`src/rtl/qdac_map.svh`:
```
// constants for the quad converter serial load logic
`ifndef QDAC_MAP_SVH
`define QDAC_MAP_SVH

`define QDAC_WORD_W     12
`define QDAC_SAC_BIT    11
`define QDAC_SDC_BIT    10
`define QDAC_ADDR_HI    9
`define QDAC_ADDR_LO    8
`define QDAC_CODE_HI    7
`define QDAC_CODE_W     8
`define QDAC_NUM_CH     4
`define QDAC_ZERO_CODE  8'h00
`define QDAC_FIFO_DEPTH 16
`define QDAC_PIN_W      6
`define QDAC_PIN_RST    6'h32
`define QDAC_PIN_SCLK   0
`define QDAC_PIN_CS_N   1
`define QDAC_PIN_DATA   2
`define QDAC_PIN_FLOAT  3
`define QDAC_PIN_LOAD_N 4
`define QDAC_PIN_CLR_N  5

`endif

```
`src/rtl/qdac_pkg.sv`:
```
// types shared by the quad converter serial load logic
package qdac_pkg;
  typedef logic [7:0]  qdac_code_type;
  typedef logic [1:0]  qdac_chan_type;
  typedef logic [11:0] qdac_word_type;
endpackage

```
`src/rtl/qdac_fifo.sv`:
```
// word fifo between serial capture and input register update
`timescale 1ns/1ps
module qdac_fifo
  import qdac_pkg::*;
#(
  parameter int WIDTH = 12,
  parameter int DEPTH = 16
)
(
  input  wire logic             ref_clk_i,
  input  wire logic             rst_i,
  input  wire logic             in_valid_i,
  output logic                  in_ready_o,
  input  wire logic [WIDTH-1:0] in_data_i,
  output logic                  out_valid_o,
  input  wire logic             out_ready_i,
  output logic [WIDTH-1:0]      out_data_o
);
  localparam int AW = $clog2(DEPTH);

  logic [WIDTH-1:0] mem_ff [DEPTH];
  logic [AW-1:0]    wr_ptr_ff;
  logic [AW-1:0]    rd_ptr_ff;
  logic [AW:0]      count_ff;
  logic             push;
  logic             pop;

  assign in_ready_o  = (count_ff != (AW+1)'(DEPTH));
  assign out_valid_o = (count_ff != '0);
  assign out_data_o  = mem_ff[rd_ptr_ff];
  assign push        = in_valid_i && in_ready_o;
  assign pop         = out_valid_o && out_ready_i;

  always_ff @(posedge ref_clk_i)
  begin
    if (push)
    begin
      mem_ff[wr_ptr_ff] <= in_data_i;
    end
  end

  always_ff @(posedge ref_clk_i or posedge rst_i)
  begin
    if (rst_i)
    begin
      wr_ptr_ff <= '0;
      rd_ptr_ff <= '0;
      count_ff  <= '0;
    end
    else
    begin
      if (push)
      begin
        wr_ptr_ff <= (wr_ptr_ff == AW'(DEPTH-1)) ? '0 : wr_ptr_ff + 1'b1;
      end
      if (pop)
      begin
        rd_ptr_ff <= (rd_ptr_ff == AW'(DEPTH-1)) ? '0 : rd_ptr_ff + 1'b1;
      end
      if (push && !pop)
      begin
        count_ff <= count_ff + 1'b1;
      end
      else if (pop && !push)
      begin
        count_ff <= count_ff - 1'b1;
      end
    end
  end
endmodule

```
`src/rtl/qdac_top.sv`:
```
// serial load logic of a quad 8-bit converter
// Summary of operation
// - each rising serial clock edge with chip select low shifts the data pin into the shift register
// - words travel top bit first and fill the shift register in that order
// - with chip select high, serial clock edges are ignored, register held
// - chip select rising copies the payload to the addressed input register
// - chip select has no influence on the load strobe path
// - load strobe low copies all four input registers to the outputs together
// - output registers follow input registers while load low, latch when high
// - clear low forces input and output registers to zero without any clock
// - clear leaves the serial shift register untouched
// - a floating data pin requests hardware shutdown
// - during hardware shutdown every channel output is open circuit
// - entering or leaving shutdown never alters the stored output codes
// - a word is 12 bits: all-off, selected-off, two address, eight data
// - only the last 12 bits before chip select rises are decoded
// - address 00,01,10,11 select the first to the fourth channel
// - top bit low stops all, next bit low stops addressed; data still loads
`timescale 1ns/1ps
`include "qdac_map.svh"
module qdac_top
  import qdac_pkg::*;
#(
  parameter int FIFO_DEPTH = `QDAC_FIFO_DEPTH
)
(
  input  wire logic  ref_clk_i,
  input  wire logic  rst_i,
  input  wire logic  serial_clk_i,
  input  wire logic  chip_sel_n_i,
  input  wire logic  serial_in_or_float_off_i,
  input  wire logic  serial_in_float_i,
  input  wire logic  load_outputs_n_i,
  input  wire logic  clear_all_n_i,
  output logic [7:0] channel_output_first_o,
  output logic [7:0] channel_output_second_o,
  output logic [7:0] channel_output_third_o,
  output logic [7:0] channel_output_fourth_o,
  output logic [3:0] chan_open_o,
  output logic       hw_power_down_o,
  output logic       word_ready_o
);
  // pin synchronisers
  logic [`QDAC_PIN_W-1:0] pin_raw;
  logic [`QDAC_PIN_W-1:0] pin_s1_ff;
  logic [`QDAC_PIN_W-1:0] pin_s2_ff;
  logic                   sclk_d_ff;
  logic                   cs_d_ff;
  logic                   sclk_rise;
  logic                   cs_rise;
  logic                   cs_n_s;
  logic                   data_s;
  logic                   load_n_s;
  logic                   clr_n_s;
  logic                   float_s;

  // serial and storage state
  qdac_word_type          sr_ff;
  qdac_code_type          in_ff  [`QDAC_NUM_CH];
  qdac_code_type          dac_ff [`QDAC_NUM_CH];
  logic [3:0]             sw_sd_ff;
  logic                   hw_pd_ff;
  logic [3:0]             chan_open_ff;
  logic                   word_ready_ff;
  logic                   clr_rst;

  // fifo handshake
  logic                   fifo_in_ready;
  logic                   fifo_out_valid;
  logic                   fifo_out_ready;
  qdac_word_type          fifo_out_data;
  logic                   pop;
  qdac_chan_type          pop_chan;
  qdac_code_type          pop_code;
  logic                   pop_sac_n;
  logic                   pop_sdc_n;

  assign pin_raw[`QDAC_PIN_SCLK]   = serial_clk_i;
  assign pin_raw[`QDAC_PIN_CS_N]   = chip_sel_n_i;
  assign pin_raw[`QDAC_PIN_DATA]   = serial_in_or_float_off_i;
  assign pin_raw[`QDAC_PIN_FLOAT]  = serial_in_float_i;
  assign pin_raw[`QDAC_PIN_LOAD_N] = load_outputs_n_i;
  assign pin_raw[`QDAC_PIN_CLR_N]  = clear_all_n_i;

  always_ff @(posedge ref_clk_i or posedge rst_i)
  begin
    if (rst_i)
    begin
      pin_s1_ff <= `QDAC_PIN_RST;
      pin_s2_ff <= `QDAC_PIN_RST;
    end
    else
    begin
      pin_s1_ff <= pin_raw;
      pin_s2_ff <= pin_s1_ff;
    end
  end

  assign cs_n_s   = pin_s2_ff[`QDAC_PIN_CS_N];
  assign data_s   = pin_s2_ff[`QDAC_PIN_DATA];
  assign load_n_s = pin_s2_ff[`QDAC_PIN_LOAD_N];
  assign clr_n_s  = pin_s2_ff[`QDAC_PIN_CLR_N];
  assign float_s  = pin_s2_ff[`QDAC_PIN_FLOAT];

  // edge finders look only at the second stage
  always_ff @(posedge ref_clk_i or posedge rst_i)
  begin
    if (rst_i)
    begin
      sclk_d_ff <= 1'b0;
      cs_d_ff   <= 1'b1;
    end
    else
    begin
      sclk_d_ff <= pin_s2_ff[`QDAC_PIN_SCLK];
      cs_d_ff   <= cs_n_s;
    end
  end

  assign sclk_rise = pin_s2_ff[`QDAC_PIN_SCLK] && !sclk_d_ff;
  assign cs_rise   = cs_n_s && !cs_d_ff;

  // shift register; clear is not in its reset path
  always_ff @(posedge ref_clk_i or posedge rst_i)
  begin
    if (rst_i)
    begin
      sr_ff <= '0;
    end
    else if (sclk_rise && !cs_n_s)
    begin
      // older bits fall off the top so only the last 12 remain
      sr_ff <= {sr_ff[`QDAC_WORD_W-2:0], data_s};
    end
  end

  // words wait here so a burst of writes survives a held clear
  qdac_fifo #(
    .WIDTH (`QDAC_WORD_W),
    .DEPTH (FIFO_DEPTH)
  ) u_fifo (
    .ref_clk_i   (ref_clk_i),
    .rst_i       (rst_i),
    .in_valid_i  (cs_rise),
    .in_ready_o  (fifo_in_ready),
    .in_data_i   (sr_ff),
    .out_valid_o (fifo_out_valid),
    .out_ready_i (fifo_out_ready),
    .out_data_o  (fifo_out_data)
  );

  // draining stalls once the synchronised clear is low, two cycles after clear acts, so words popped in between are lost into it
  assign fifo_out_ready = clr_n_s;
  assign pop            = fifo_out_valid && fifo_out_ready;
  assign pop_sac_n      = fifo_out_data[`QDAC_SAC_BIT];
  assign pop_sdc_n      = fifo_out_data[`QDAC_SDC_BIT];
  assign pop_chan       = fifo_out_data[`QDAC_ADDR_HI:`QDAC_ADDR_LO];
  assign pop_code       = fifo_out_data[`QDAC_CODE_HI:0];

  // clear acts asynchronously; both stages only ever take the zero code
  assign clr_rst = rst_i || !clear_all_n_i;

  // input registers update whole in one edge, so a transparent output
  // register can never see a half-written code
  genvar ch;
  generate
    for (ch = 0; ch < `QDAC_NUM_CH; ch++)
    begin : g_chan
      always_ff @(posedge ref_clk_i or posedge clr_rst)
      begin
        if (clr_rst)
        begin
          in_ff[ch] <= `QDAC_ZERO_CODE;
        end
        else if (pop && (pop_chan == qdac_chan_type'(ch)))
        begin
          in_ff[ch] <= pop_code;
        end
      end

      always_ff @(posedge ref_clk_i or posedge clr_rst)
      begin
        if (clr_rst)
        begin
          dac_ff[ch] <= `QDAC_ZERO_CODE;
        end
        else if (!load_n_s)
        begin
          dac_ff[ch] <= in_ff[ch];
        end
      end
    end
  endgenerate

  // software shutdown; a word with both stop bits high wakes its channel
  always_ff @(posedge ref_clk_i or posedge rst_i)
  begin
    if (rst_i)
    begin
      sw_sd_ff <= '0;
    end
    else if (pop)
    begin
      if (!pop_sac_n)
      begin
        sw_sd_ff <= '1;
      end
      else
      begin
        sw_sd_ff[pop_chan] <= !pop_sdc_n;
      end
    end
  end

  // shutdown only gates the outputs; stored codes stay put
  always_ff @(posedge ref_clk_i or posedge rst_i)
  begin
    if (rst_i)
    begin
      hw_pd_ff     <= 1'b0;
      chan_open_ff <= '0;
    end
    else
    begin
      hw_pd_ff     <= float_s;
      chan_open_ff <= {`QDAC_NUM_CH{hw_pd_ff}} | sw_sd_ff;
    end
  end

  // a host sending faster than the fifo drains sees this drop
  always_ff @(posedge ref_clk_i or posedge rst_i)
  begin
    if (rst_i)
    begin
      word_ready_ff <= 1'b1;
    end
    else
    begin
      word_ready_ff <= fifo_in_ready;
    end
  end

  assign channel_output_first_o  = dac_ff[0];
  assign channel_output_second_o = dac_ff[1];
  assign channel_output_third_o  = dac_ff[2];
  assign channel_output_fourth_o = dac_ff[3];
  assign chan_open_o             = chan_open_ff;
  assign hw_power_down_o         = hw_pd_ff;
  assign word_ready_o            = word_ready_ff;
endmodule

```
`config.mk`:
```
export PLATFORM = sky130hd
export DESIGN_NAME = qdac_top
export DESIGN_NICKNAME = d
export VERILOG_FILES = /design/src/rtl/qdac_pkg.sv /design/src/rtl/qdac_fifo.sv /design/src/rtl/qdac_top.sv
export VERILOG_INCLUDE_DIRS = /design/src /design/src/rtl
export SDC_FILE = /design/constraint.sdc
export NUM_CORES = 1
export LEC_CHECK = 0
export ABC_CLOCK_PERIOD_IN_PS = 5880
export BUFFER_PORTS_ARGS = -buffer_cell sky130_fd_sc_hd__buf_2
export CAP_MARGIN = 10
export CORE_MARGIN = 4
export CORE_UTILIZATION = 37
export CTS_CLUSTER_SIZE = 10
export DETAILED_ROUTE_END_ITERATION = 16
export SYNTH_ARGS = -nofsm -noshare
export SYNTH_HDL_FRONTEND = slang
export SYNTH_SLANG_ARGS = --single-unit
```
`constraint.sdc`:
```
create_clock -name ref_clk_i -period 5.88 [get_ports ref_clk_i]
set_input_delay 0.882 -clock ref_clk_i [delete_from_list [all_inputs] [get_ports ref_clk_i]]
set_output_delay 0.882 -clock ref_clk_i [all_outputs]
set_load 0.1 [all_outputs]
```
==> metrics.csv <==
metric;value;unit
sequential fraction of the synthesis area;73.1;%
worst r2r src;u_fifo.rd_ptr_ff[0];
Slew Viols, Final;0;
Max-slew headroom;33.2;%
Setup TNS;0;ps
worst-skew pair later-pin latency;500;ps
clock tree buffer depth;3;
hold path depth;0;
Yosys cell types;53;
RSZ-0062 raised after global routing;no;
post-CTS setup buffer count;0;
Main synth FF type;edfxtp_1;
mux cell area share after synthesis;16.4;%
Initial Util;37.4;%
pre-CTS WS;2420;ps
CP max FO;40;
end of the worst hold path;pin_s2_ff[2];
initial antenna violation count;1;
DRC viols;0;
first-pass GRT wire length;36300;µm
Synthesized Nets;667;
final hold vios;0;
GRT overflow;0;
Ys Warns;0;
Final Cycle Share;58.1;%
vias;5960;
row cnt;65;
number of CTS-inserted buffers;36;
Sinks on Clock Net;305;
First-pass DRT Iterations;7;
DR WL/cell;19.8;µm
# hold bufs at CTS;0;
clock skew;13.4;ps
Final Core Density;43.1;%
Leak;4.96;nW
H-tree level count;2;
setup ws final;2460;ps
Top Layer Used;met4;
fmax;0.293;GHz
DRT iter0 DRCs;509;
maximum VDD drop;0.360;mV
CTS tree;yes;
Max Cap Viol;0;
vias in the first global route;6304;
Metal-1 WL;9950;µm
mapped cell area;0.0118;mm²
RR Endpoint;in_ff[22];
Post-synth EDFFs;192;
share of layout cells above drive strength 1;30.7;%
die width;186;µm
status;complete, no violations;
flop2flop setup slack;2460;ps
post-synthesis xor/xnor area fraction;0.521;%
asr flop ratio synth;37.0;%
met3 wire len;1080;µm
WL final;22800;µm
post-cts gate resize count;0;
reg2reg path depth;6;
core area;0.0315;mm²
Hold/Removal Path Class;reg -> reg;
die area;0.0347;mm²
# diodes;0;
IO Count;46;
FF+latch count, synth;305;
Root Buffer Master;clkbuf_16;
synthesized area per cell;18.1;µm²
# placed instances;1087;
HP Start;pin_s1_ff[2];
input/output buffers;45;
CP Launch Type;flop;
Compound-Gate Fraction of Synth Area;4.00;%
metal2 WL;11300;µm
Simple-Gate Fraction of Synth Area;3.33;%
routability cong.;0.758;
final cell count without fillers;1148;
final HPWL from detailed placement;14700;µm
PwrDens;574;mW/mm²
largest net degree at the start of global routing;65;
post-route ant nets;0;
Adder-Cell Fraction of Synth Area;1.13;%
largest family of logic cells by synthesized area;multiplexers;
Via density;5.19;
crit path capture type;flop;
fin crit period;3420;ps
Post-Syn Instances;649;
Slew @ Worst Pin;998;ps
clock-pin transition on the worst setup and hold timing paths;50;ps
final setup vio count;0;
worst path arrival time;3800;ps
DIE HEIGHT;186;µm
P&R area growth vs syn;15.2;%
WP data required;6260;ps
final net count;741;
Total GRT Usage;13.1;%
Crit Path Category;reg -> reg;
==> worst max-delay path: stages (launching register included) <==
cell     delay (ps)
dfrtp_4         840
buf_4           680
mux2i_1         160
a221o_1         410
o22ai_2         310
or3_1           430
mux2_2          390
==> per-stage QoR <==
step           instance area, µm²  hold WS, ps  total power, mW
2_1_floorplan               11800          331             5.26
3_3_place_gp                12500          334             5.80
3_5_place_dp                12500          335             5.90
4_1_cts                     13600          347             7.89
5_1_grt                     13600          359             8.18
6_report                    13600          346             7.79
==> layout make-up <==
type / count / area (µm²)
Multi-Input combinational cell: 306 / 3000
Tap cell: 402 / 503
Clock buffer: 59 / 1020
Clock inverter: 2 / 17.5
Fill cell: 2713 / 17900
Sequential cell: 305 / 8610
Inverter: 7 / 26.3
Timing Repair Buffer: 67 / 390
==> logic make-up after synthesis <==
group                      count (synthesis)
buffers and inverters                     38
DFF                                      305
adders and majority gates                 10
muxes                                    147
xor gates and xnor gates                   7
AOI/OAI and AO/OA                         63
and+or+nand+nor                           79
==> synthesized netlist by cell type, drive strengths merged, types with 2 or more instances <==
master  instances  area [µm²]
a22oi          10        80.1
mux2           77         867
nand3           8        50.1
nor2b           4        25.0
nand2b          3        18.8
o221ai          3        26.3
edfxtp        192        5770
o21ai          15        75.1
o22ai           2        18.8
clkinv          2        7.51
inv             5        18.8
dfrtp         105        2630
nor3            7        46.3
ha              9         113
a221o           2        20.0
mux2i          42         420
a21o            4        30.0
xor2            2        17.5
a21oi           3        15.0
xnor2           5        43.8
clkbuf         13        50.0
nand2          26        97.6
buf            18         103
nor2           19        71.3
o211ai          2        15.0
mux4           28         646
dfstp           8         210
or2             4        25.0
a221oi         16         140
==> worst max-delay path by stage <==
stage	from	endpoint	slack (ps)	cells past startpoint
final	u_fifo.rd_ptr_ff[0]	in_ff[22]	2460	6
after global placement	u_fifo.rd_ptr_ff[0]	in_ff[18]	2480	6
after global routing	u_fifo.rd_ptr_ff[0]	in_ff[22]	2270	6
after detailed placement	u_fifo.rd_ptr_ff[0]	in_ff[20]	2420	6
after CTS	u_fifo.rd_ptr_ff[0]	in_ff[22]	2410	6
after floorplan	rst_i	channel_output_first_o[0]	1050	1
==> routing by layer <==
layer / track usage (%) / vias up
met5: 0 / -
met1: 17.6 / 3093
met3: 2.30 / 43
met2: 22.1 / 153
met4: 3.56 / 0
li1: - / 2671
==> power breakdown <==
group          switching (mW)  total [mW]  internal (mW)
clock network           0.780        1.96           1.18
logic                    1.77        2.63          0.859
registers               0.405        3.21           2.80
total                    2.95        7.79           4.84
==> flip-flops by register name, indices dropped and copies added, names as in the netlist, 6 cells and up <==
register,cells
channel_output_first_o,8
channel_output_fourth_o,8
pin_s2_ff,6
u_fifo.mem_ff,192
in_ff,32
channel_output_second_o,8
channel_output_third_o,8
sr_ff,12
pin_s1_ff,6
==> cell usage in the layout (no fill, tap or decap), types with 2 or more instances in the layout <==
| cell | instances |
|---|---|
| o21ai_0 | 15 |
| inv_6 | 2 |
| xor2_1 | 2 |
| edfxtp_1 | 192 |
| nand3_1 | 6 |
| a21o_1 | 4 |
| ha_1 | 9 |
| mux4_1 | 4 |
| clkinv_1 | 2 |
| clkbuf_16 | 37 |
| a221oi_1 | 16 |
| nor2b_1 | 3 |
| xnor2_1 | 5 |
| nor3_1 | 6 |
| mux2_2 | 77 |
| clkbuf_1 | 21 |
| buf_2 | 45 |
| nand2b_1 | 3 |
| dfrtp_1 | 104 |
| a21oi_1 | 3 |
| buf_4 | 22 |
| mux2i_1 | 42 |
| o221ai_1 | 3 |
| inv_1 | 4 |
| nand2_1 | 26 |
| a22oi_1 | 9 |
| o211ai_1 | 2 |
| a221o_1 | 2 |
| nor2_1 | 19 |
| or2_2 | 4 |
| nand3_2 | 2 |
| dfstp_2 | 8 |
| mux4_2 | 24 |
Power figures use the tool's default switching activity.
